$ cat config.mk
export PLATFORM = sky130hd
export DESIGN_NAME = cos_clock_output_select
export DESIGN_NICKNAME = d
export VERILOG_FILES = /design/src/pkg/cos_pkg.sv /design/src/pkg/cos_div_if.sv /design/src/hdl/cos_pin_sync.sv /design/src/hdl/cos_ref_divider.sv /design/src/hdl/cos_clock_output_select.sv
export SDC_FILE = /design/constraint.sdc
export NUM_CORES = 1
export LEC_CHECK = 0
export ABC_AREA = 1
export BUFFER_PORTS_ARGS = -buffer_cell sky130_fd_sc_hd__buf_2
export CORE_UTILIZATION = 55
export CTS_BUF_LIST = sky130_fd_sc_hd__clkbuf_2 sky130_fd_sc_hd__clkbuf_4 sky130_fd_sc_hd__clkbuf_8
export CTS_CLUSTER_DIAMETER = 30
export CTS_CLUSTER_SIZE = 14
export DETAILED_ROUTE_END_ITERATION = 12
export GPL_ROUTABILITY_DRIVEN = 0
export PLACE_DENSITY = 0.74
export SLEW_MARGIN = 5
export SYNTH_ARGS = -nofsm -noshare
export SYNTH_HDL_FRONTEND = slang
export SYNTH_SLANG_ARGS = --single-unit
$ cat constraint.sdc
create_clock -name i_clk -period 3 [get_ports i_clk]
set_input_delay 0.15 -clock i_clk [delete_from_list [all_inputs] [get_ports i_clk]]
set_output_delay 0.15 -clock i_clk [all_outputs]
set_load 0.1 [all_outputs]
$ cat src/pkg/cos_pkg.sv
package cos_pkg;

   // Aux output function codes
   typedef enum logic [2:0]
   {
      COS_AUX_OFF  = 3'h0,
      COS_AUX_OVR  = 3'h1,
      COS_AUX_DIV1 = 3'h3,
      COS_AUX_DIV2 = 3'h2,
      COS_AUX_DIV4 = 3'h6
   } cos_aux_e;

   // Pin synchroniser depth
   localparam int unsigned SYNC_STAGES = 3;

   // Select and pin codes
   localparam logic [1:0] AUX_CODE_OFF  = 2'h0;
   localparam logic [1:0] AUX_CODE_DIV1 = 2'h1;
   localparam logic [1:0] AUX_CODE_DIV2 = 2'h2;
   localparam logic [1:0] AUX_CODE_DIV4 = 2'h3;

   // Trigger clock mode that repeats the timestamp input
   localparam logic [1:0] TRIG_MODE_TIMESTAMP = 2'h3;

   // Divide ratios
   localparam int unsigned RATIO_DIV1 = 1;
   localparam int unsigned RATIO_DIV2 = 2;
   localparam int unsigned RATIO_DIV4 = 4;

   // Reset values
   localparam logic      RST_OUT        = 1'b0;
   localparam logic      RST_REF_SEL    = 1'b0;
   localparam logic      RST_GATE       = 1'b0;
   localparam cos_aux_e  RST_AUX_FUNC   = COS_AUX_OFF;
   localparam int unsigned RST_RATIO    = 1;
   localparam int unsigned RST_COUNT    = 0;

   // Pin vector layout
   localparam int unsigned PIN_PD    = 0;
   localparam int unsigned PIN_PLL   = 1;
   localparam int unsigned PIN_RSEL  = 2;
   localparam int unsigned PIN_CFG0  = 3;
   localparam int unsigned PIN_CFG1  = 4;
   localparam int unsigned PIN_DIFF  = 5;
   localparam int unsigned PIN_SE    = 6;
   localparam int unsigned PIN_TS    = 7;
   localparam int unsigned PIN_SER   = 8;
   localparam int unsigned PIN_COUNT = 9;

endpackage : cos_pkg

$ cat src/pkg/cos_div_if.sv
interface cos_div_if
#(
   parameter int W = 8
);
   logic         ref_level;
   logic [W-1:0] ratio;
   logic         clk_out;

   modport src
   (
      output ref_level,
      output ratio,
      input  clk_out
   );

   modport div
   (
      input  ref_level,
      input  ratio,
      output clk_out
   );
endinterface : cos_div_if

$ cat src/hdl/cos_pin_sync.sv
module cos_pin_sync
#(
   parameter int W = 1
)
(
   input  wire logic         i_clk,
   input  wire logic         i_rst_n,
   input  wire logic [W-1:0] i_pins,
   output logic      [W-1:0] o_pins
);

   logic [W-1:0] s1_q;
   logic [W-1:0] s2_q;
   logic [W-1:0] s3_q;
   logic [W-1:0] out_q;

   if (W < 1)
   begin : g_bad_w
      $error("cos_pin_sync: W must be at least 1");
   end

   // Three stage capture
   always_ff @(posedge i_clk or negedge i_rst_n)
   begin
      if (!i_rst_n)
      begin
         s1_q <= '0;
         s2_q <= '0;
         s3_q <= '0;
      end
      else
      begin
         s1_q <= i_pins;
         s2_q <= s1_q;
         s3_q <= s2_q;
      end
   end

   // Accept a bit once stages two and three agree
   always_ff @(posedge i_clk or negedge i_rst_n)
   begin
      if (!i_rst_n)
         out_q <= '0;
      else
         out_q <= (s2_q & ~(s2_q ^ s3_q)) | (out_q & (s2_q ^ s3_q));
   end

   assign o_pins = out_q;

endmodule : cos_pin_sync

$ cat src/hdl/cos_ref_divider.sv
module cos_ref_divider
#(
   parameter int W = 8
)
(
   input  wire logic i_clk,
   input  wire logic i_rst_n,
   cos_div_if.div    bus
);

   logic         ref_prev_q;
   logic [W-1:0] ratio_q;
   logic [W-1:0] cnt_q;
   logic         out_q;
   logic         rise;
   logic [W-1:0] ratio_eff;

   if (W < 3)
   begin : g_bad_w
      $error("cos_ref_divider: W must be at least 3");
   end

   assign rise      = bus.ref_level && !ref_prev_q;
   assign ratio_eff = (bus.ratio == '0) ? W'(1) : bus.ratio;

   always_ff @(posedge i_clk or negedge i_rst_n)
   begin
      if (!i_rst_n)
         ref_prev_q <= 1'b0;
      else
         ref_prev_q <= bus.ref_level;
   end

   // Count source edges, new ratio only at wrap
   always_ff @(posedge i_clk or negedge i_rst_n)
   begin
      if (!i_rst_n)
      begin
         cnt_q   <= W'(cos_pkg::RST_COUNT);
         ratio_q <= W'(cos_pkg::RST_RATIO);
      end
      else if (rise)
      begin
         if (cnt_q >= ratio_q - W'(1))
         begin
            cnt_q   <= '0;
            ratio_q <= ratio_eff;
         end
         else
         begin
            cnt_q <= cnt_q + W'(1);
         end
      end
   end

   // High while the count is below half the ratio (rounded down); ratio 1 follows the source level
   always_ff @(posedge i_clk or negedge i_rst_n)
   begin
      if (!i_rst_n)
         out_q <= cos_pkg::RST_OUT;
      else if (ratio_q == W'(1))
         out_q <= bus.ref_level;
      else
         out_q <= (cnt_q < (ratio_q >> 1));
   end

   assign bus.clk_out = out_q;
endmodule : cos_ref_divider

$ cat src/hdl/cos_clock_output_select.sv
module cos_clock_output_select
#(
   parameter int RX_DIV_W  = 8,
   parameter bit QUAD_PART = 1'b1
)
(
   input  wire logic                i_clk,
   input  wire logic                i_rst_n,
   input  wire logic                i_power_down_pin,
   input  wire logic                i_pll_enable_pin,
   input  wire logic                i_ref_input_select,
   input  wire logic [1:0]          i_clock_config_pins,
   input  wire logic                i_diff_ref_in,
   input  wire logic                i_single_ended_ref_in,
   input  wire logic                i_timestamp_in,
   input  wire logic                i_serdes_pll_clk,
   input  wire logic                i_ref_repeat_enable,
   input  wire logic                i_trigger_out_enable,
   input  wire logic [1:0]          i_trigger_out_mode,
   input  wire logic [RX_DIV_W-1:0] i_rx_div,
   input  wire logic                i_pin_override_enable,
   input  wire logic [1:0]          i_aux_c_select,
   input  wire logic [1:0]          i_aux_d_select,
   input  wire logic                i_overrange_flag_enable,
   input  wire logic                i_overrange_c,
   input  wire logic                i_overrange_d,
   output logic                     o_ref_repeat_out,
   output logic                     o_trigger_clock_out,
   output logic                     o_aux_clock_out_c,
   output logic                     o_aux_clock_out_d,
   output logic                     o_pll_active,
   output logic                     o_sampling_direct
);

   if (RX_DIV_W < 3)
   begin : g_bad_div_w
      $error("cos_clock_output_select: RX_DIV_W below 3");
   end

   logic [cos_pkg::PIN_COUNT-1:0] pins_raw;
   logic [cos_pkg::PIN_COUNT-1:0] pins_s;
   logic                          pd_s;
   logic                          pll_s;
   logic                          rsel_s;
   logic [1:0]                    cfg_s;
   logic                          diff_s;
   logic                          se_s;
   logic                          ts_s;
   logic                          ser_s;

   assign pins_raw[cos_pkg::PIN_PD]   = i_power_down_pin;
   assign pins_raw[cos_pkg::PIN_PLL]  = i_pll_enable_pin;
   assign pins_raw[cos_pkg::PIN_RSEL] = i_ref_input_select;
   assign pins_raw[cos_pkg::PIN_CFG0] = i_clock_config_pins[0];
   assign pins_raw[cos_pkg::PIN_CFG1] = i_clock_config_pins[1];
   assign pins_raw[cos_pkg::PIN_DIFF] = i_diff_ref_in;
   assign pins_raw[cos_pkg::PIN_SE]   = i_single_ended_ref_in;
   assign pins_raw[cos_pkg::PIN_TS]   = i_timestamp_in;
   assign pins_raw[cos_pkg::PIN_SER]  = i_serdes_pll_clk;

   cos_pin_sync
   #(
      .W (cos_pkg::PIN_COUNT)
   )
   cos_pin_sync_i
   (
      .i_clk   (i_clk),
      .i_rst_n (i_rst_n),
      .i_pins  (pins_raw),
      .o_pins  (pins_s)
   );

   assign pd_s   = pins_s[cos_pkg::PIN_PD];
   assign pll_s  = pins_s[cos_pkg::PIN_PLL];
   assign rsel_s = pins_s[cos_pkg::PIN_RSEL];
   assign cfg_s  = {pins_s[cos_pkg::PIN_CFG1], pins_s[cos_pkg::PIN_CFG0]};
   assign diff_s = pins_s[cos_pkg::PIN_DIFF];
   assign se_s   = pins_s[cos_pkg::PIN_SE];
   assign ts_s   = pins_s[cos_pkg::PIN_TS];
   assign ser_s  = pins_s[cos_pkg::PIN_SER];

   // Map a nonzero code to its divide function
   function automatic cos_pkg::cos_aux_e code_to_div(input logic [1:0] code);
      case (code)
         cos_pkg::AUX_CODE_DIV1: code_to_div = cos_pkg::COS_AUX_DIV1;
         cos_pkg::AUX_CODE_DIV2: code_to_div = cos_pkg::COS_AUX_DIV2;
         cos_pkg::AUX_CODE_DIV4: code_to_div = cos_pkg::COS_AUX_DIV4;
         default:                code_to_div = cos_pkg::COS_AUX_OFF;
      endcase
   endfunction : code_to_div

   // Wanted function of one aux output
   function automatic cos_pkg::cos_aux_e aux_decode
   (
      input logic       is_d,
      input logic       pd,
      input logic       ovr_pin_en,
      input logic [1:0] pins,
      input logic [1:0] sel,
      input logic [1:0] c_sel,
      input logic       overrange_flag_enable
   );
      logic [1:0] code;
      cos_pkg::cos_aux_e idle;
      code = ovr_pin_en ? sel : pins;
      if (ovr_pin_en && is_d && (c_sel == cos_pkg::AUX_CODE_OFF))
         code = cos_pkg::AUX_CODE_OFF;
      idle = (overrange_flag_enable && QUAD_PART) ? cos_pkg::COS_AUX_OVR
                                   : cos_pkg::COS_AUX_OFF;
      if (pd)
         aux_decode = cos_pkg::COS_AUX_OFF;
      else if (code == cos_pkg::AUX_CODE_OFF)
         aux_decode = idle;
      else if (!ovr_pin_en && is_d)
         aux_decode = cos_pkg::COS_AUX_DIV1;
      else
         aux_decode = code_to_div(code);
   endfunction : aux_decode

   // Ratio for a divide function
   function automatic logic [RX_DIV_W-1:0] func_ratio
   (
      input cos_pkg::cos_aux_e f
   );
      case (f)
         cos_pkg::COS_AUX_DIV2: func_ratio = RX_DIV_W'(cos_pkg::RATIO_DIV2);
         cos_pkg::COS_AUX_DIV4: func_ratio = RX_DIV_W'(cos_pkg::RATIO_DIV4);
         default:               func_ratio = RX_DIV_W'(cos_pkg::RATIO_DIV1);
      endcase
   endfunction : func_ratio

   // Reference select, switched only while both inputs are low
   logic ref_sel_q;
   logic ref_lvl;

   always_ff @(posedge i_clk or negedge i_rst_n)
   begin
      if (!i_rst_n)
         ref_sel_q <= cos_pkg::RST_REF_SEL;
      else if (!diff_s && !se_s)
         ref_sel_q <= rsel_s;
   end

   assign ref_lvl = ref_sel_q ? se_s : diff_s;

   // Loop status
   logic pll_q;
   logic direct_q;

   always_ff @(posedge i_clk or negedge i_rst_n)
   begin
      if (!i_rst_n)
      begin
         pll_q    <= cos_pkg::RST_OUT;
         direct_q <= cos_pkg::RST_OUT;
      end
      else
      begin
         pll_q    <= pll_s;
         direct_q <= !pll_s;
      end
   end

   // Reference repeat gate, moved only while the reference is low
   logic ref_on;
   logic ref_en_q;
   logic ref_out_q;

   assign ref_on = pll_s && !pd_s && i_ref_repeat_enable;

   always_ff @(posedge i_clk or negedge i_rst_n)
   begin
      if (!i_rst_n)
         ref_en_q <= cos_pkg::RST_GATE;
      else if (!ref_lvl)
         ref_en_q <= ref_on;
   end

   always_ff @(posedge i_clk or negedge i_rst_n)
   begin
      if (!i_rst_n)
         ref_out_q <= cos_pkg::RST_OUT;
      else
         ref_out_q <= ref_lvl && ref_en_q;
   end

   // Aux outputs C and D
   cos_pkg::cos_aux_e aux_want  [2];
   cos_pkg::cos_aux_e aux_func_q[2];
   logic              aux_out_q [2];
   logic              ovr_flag  [2];

   assign aux_want[0] = aux_decode(1'b0, pd_s, i_pin_override_enable,
                                   cfg_s, i_aux_c_select, i_aux_c_select,
                                   i_overrange_flag_enable);
   assign aux_want[1] = aux_decode(1'b1, pd_s, i_pin_override_enable,
                                   cfg_s, i_aux_d_select, i_aux_c_select,
                                   i_overrange_flag_enable);
   assign ovr_flag[0] = i_overrange_c;
   assign ovr_flag[1] = i_overrange_d;

   cos_div_if #(.W(RX_DIV_W)) aux_if[2] ();

   for (genvar g = 0; g < 2; g++)
   begin : g_aux
      logic old_quiet;
      logic new_quiet;

      assign aux_if[g].ref_level = ref_lvl;
      assign aux_if[g].ratio     = func_ratio(aux_want[g]);

      cos_ref_divider
      #(
         .W (RX_DIV_W)
      )
      cos_ref_divider_i
      (
         .i_clk   (i_clk),
         .i_rst_n (i_rst_n),
         .bus     (aux_if[g])
      );

      // Clock functions switch only in a low phase
      assign old_quiet = !aux_out_q[g] ||
         (aux_func_q[g] inside {cos_pkg::COS_AUX_OFF, cos_pkg::COS_AUX_OVR});
      assign new_quiet = !aux_if[g].clk_out ||
         (aux_want[g] inside {cos_pkg::COS_AUX_OFF, cos_pkg::COS_AUX_OVR});

      always_ff @(posedge i_clk or negedge i_rst_n)
      begin
         if (!i_rst_n)
            aux_func_q[g] <= cos_pkg::RST_AUX_FUNC;
         else if (old_quiet && new_quiet)
            aux_func_q[g] <= aux_want[g];
      end

      always_ff @(posedge i_clk or negedge i_rst_n)
      begin
         if (!i_rst_n)
            aux_out_q[g] <= cos_pkg::RST_OUT;
         else
         begin
            case (aux_func_q[g])
               cos_pkg::COS_AUX_OFF:  aux_out_q[g] <= 1'b0;
               cos_pkg::COS_AUX_OVR:  aux_out_q[g] <= ovr_flag[g];
               default:               aux_out_q[g] <= aux_if[g].clk_out;
            endcase
         end
      end
   end

   // Trigger clock output
   cos_div_if #(.W(RX_DIV_W)) trig_if ();
   logic trig_en_q;
   logic trig_ts_q;
   logic trig_out_q;
   logic trig_quiet;

   assign trig_if.ref_level = ser_s;
   assign trig_if.ratio     = i_rx_div;

   cos_ref_divider
   #(
      .W (RX_DIV_W)
   )
   cos_ref_divider_i
   (
      .i_clk   (i_clk),
      .i_rst_n (i_rst_n),
      .bus     (trig_if)
   );

   assign trig_quiet = !trig_out_q && !ts_s && !trig_if.clk_out;

   always_ff @(posedge i_clk or negedge i_rst_n)
   begin
      if (!i_rst_n)
      begin
         trig_en_q <= cos_pkg::RST_GATE;
         trig_ts_q <= cos_pkg::RST_GATE;
      end
      else if (trig_quiet)
      begin
         trig_en_q <= i_trigger_out_enable;
         trig_ts_q <= (i_trigger_out_mode == cos_pkg::TRIG_MODE_TIMESTAMP);
      end
   end

   always_ff @(posedge i_clk or negedge i_rst_n)
   begin
      if (!i_rst_n)
         trig_out_q <= cos_pkg::RST_OUT;
      else if (!trig_en_q)
         trig_out_q <= 1'b0;
      else
         trig_out_q <= trig_ts_q ? ts_s : trig_if.clk_out;
   end

   assign o_ref_repeat_out    = ref_out_q;
   assign o_trigger_clock_out = trig_out_q;
   assign o_aux_clock_out_c   = aux_out_q[0];
   assign o_aux_clock_out_d   = aux_out_q[1];
   assign o_pll_active        = pll_q;
   assign o_sampling_direct   = direct_q;
endmodule : cos_clock_output_select

==> flow_summary.ini <==
[synthesis]
synth_fp_nets = 654
synthCells = 580
syn-cell-area_sq_um = 5010
ys_ff_latch = 95
ys.flop_type = dfrtp_1
ys_warn_count = 0
ys_seq_area_frac = 0.476
synthDistinctLibCells = 32
synth_edf_count = 0
async_flop_share = 1.00
syn_avg_cell_area_sq_um = 8.63

[cts]
clockBufferDepth = 2
cts-root-buf = clkbuf_8
cts_resized = 0
clkLatencyLatePin_ns = 0.36
cts_tree = yes
htree_levels = 3
cts_setup_buffers = 0
cts_made_buffers = 9
cts_hold_buf = 10
cts_num_sinks = 95
cts.reportedPaths.clkPinSlew_ns = 0.11

[placement]
io_buffers = 36
dpl_cell_area_sq_um = 5290
hpwl_um = 6680

[drt]
wirelength_um = 9120
drc = 0
drtIter0Drc = 147
via_per_inst = 5.20
num_vias = 3876
postRouteAntennaNets = 0
firstDrtPassIters = 4
wire_per_inst_um = 12.2

[min_path]
min-delay-start = i_trigger_out_enable
min_path_type = in2reg

[worst_setup_path]
end_kind = flop
cp-start-kind = flop
cp_max_fo = 8
startpoint = cos_ref_divider_i.ratio_q[0]
worstPathRequired_ns = 3.25
crit_slowest_cell = dfstp_2
cp_cell_sequence = inv_1 > ha_1 > nand2_1 > nor2_1 > xor2_1 > inv_1 > ha_1 > nand2_1 > o21a_1 > nand2_1 > nand2_1 > nand2_1 > nand2_1
cpPeakStageDelay_ns = 0.56
arrival_ns = 2.75
cpMostUsedCell = nand2_1
timing.rr.start = cos_ref_divider_i.ratio_q[0]
critPathKind = reg2reg

[global_route]
antenna_found_initial = 0
grt_pass1_vias = 3934
grt_max_degree = 61
grt-ovfl-total = 0
grt_pass1_wl_um = 16600
grt_usage = 0.212

[sta]
skew_ns = 0.0182
finalMaxSlewViolations = 0
worstMarginPinSlew_ns = 0.748
slew_headroom = 0.501
fmax_mhz = 400
min_period_ns = 2.50
setup_viol = 0
grt_setup_unrepaired = no
hold_viol = 0
period_share = 0.833
tns_ns = 0

[floorplanning]
io_pins = 37
core_region_area_sq_um = 8760
start_util = 0.571
dieArea_sq_um = 9490
die_x_um = 97.4
row_count = 34
dieHeight_um = 97.4

[power_and_ir_drop]
ir_drop_mv = 0.359
p_leak_uw = 0.00298
p_per_area_nw_per_um2 = 726

[final_layout]
nNetsFinal = 707
drive_above_1_share = 0.135
diodes = 0
design_area_sq_um = 5600
mostFrequentLayoutCells = nand2_1, dfrtp_1, inv_1, ha_1, nor2_1
final_common_cell = nand2_1
syn_to_final_growth_pct = 11.9
fillers = 755

[run_status]
outcome = finished clean

[flow_run]
cap_violations = 0
[cell usage after synthesis (5+ instances only)]
| master | n | area, sq um |
|---|---|---|
| nand2_1 | 171 | 642 |
| dfrtp_1 | 92 | 2300 |
| inv_1 | 71 | 267 |
| ha_1 | 43 | 538 |
| nor2_1 | 41 | 154 |
| nand3_1 | 34 | 170 |
| o21ai_0 | 24 | 120 |
| a21oi_1 | 16 | 80.1 |
| nand4_1 | 14 | 87.6 |
| xor2_1 | 11 | 96.3 |
| maj3_1 | 9 | 90.1 |
| nand2_2 | 8 | 50.1 |
| nor3_1 | 6 | 30.0 |
| a21oi_2 | 5 | 43.8 |
[layer usage]
| layer | routed length (um) | vias to the layer above | track usage |
|---|---|---|---|
| li1 | - | 1969 | - |
| met4 | 138 | 0 | 0.0701 |
| met5 | 0 | - | 0 |
| met1 | 4160 | 1819 | 0.259 |
| met3 | 288 | 18 | 0.0424 |
| met2 | 4540 | 70 | 0.374 |
[flip-flops by register name, indices dropped and copies added (netlist names), 6 cells and up, named ones only]
signal                           count
aux_func_q                           6
cos_pin_sync_i.s1_q                  9
cos_pin_sync_i.s2_q                  9
cos_pin_sync_i.s3_q                  9
cos_ref_divider_i.cnt_q              8
cos_ref_divider_i.ratio_q            8
g_aux.cos_ref_divider_i.cnt_q       16
g_aux.cos_ref_divider_i.ratio_q      6
[layout make-up]
cell class | instances | area [sq um] | share of cell area
clock buffer | 9 | 124 | 0.0221
clock inverter | 7 | 86.3 | 0.0154
inverter | 74 | 278 | 0.0496
multi-input combinational | 404 | 2290 | 0.409
sequential | 95 | 2380 | 0.425
tap | 108 | 135 | 0.0241
timing repair buffer | 49 | 305 | 0.0545
[stage by stage]
step | cells | power, uW | util | hold slack [ns] | setup WS (ns)
floorplan | 580 | 2890 | - | -0.146 | 0.866
global placement | 720 | 3160 | 0.604 | 0.259 | 0.550
finish | 746 | 4070 | 0.639 | 0.0196 | 0.501
detailed placement | 720 | 3250 | 0.604 | 0.260 | 0.489
global route | 746 | 4440 | 0.639 | 0.00480 | 0.300
CTS | 746 | 4120 | 0.639 | 0.0000943 | 0.473
[kinds of logic after synthesis]
| logic type | after synthesis | share of synthesized area |
|---|---|---|
| compound gates | 52 | 0.0592 |
| xor+xnor | 14 | 0.0245 |
| fa+ha+maj | 52 | 0.125 |
| buf+inv | 81 | 0.0665 |
| flops | 95 | 0.476 |
| mux | 1 | 0.00225 |
| simple gates | 285 | 0.247 |
[final timing paths]
path                                                               to  slack, ns  cells after the start
worst min-delay path                                        trig_en_q       0.02                      2
worst min register to register                 cos_pin_sync_i.s2_q[3]       0.36                      0
worst max register to register           cos_ref_divider_i.ratio_q[1]       0.50                     13
worst max-delay path                     cos_ref_divider_i.ratio_q[1]       0.50                     13
max in group asynchronous       g_aux[0].cos_ref_divider_i.ratio_q[0]       1.79                      3
min in group asynchronous         g_aux[1].cos_ref_divider_i.cnt_q[6]       0.38                      2
[worst max-delay path: cells and delay by family (launching register included)]
family | cells | cell delay, ns
fa+ha+maj | 2 | 0.49
xor+xnor | 1 | 0.12
simple gates | 7 | 0.89
buf+inv | 2 | 0.13
compound gates | 1 | 0.22
flops | 1 | 0.56
[report_power, final]
group          leakage (uW)  internal (uW)  total (uW)  switching, uW
logic               0.00173            534        1520            981
clock network      0.000104            334         833            499
registers           0.00114           1510        1720            212
Power figures use the tool's default switching activity.
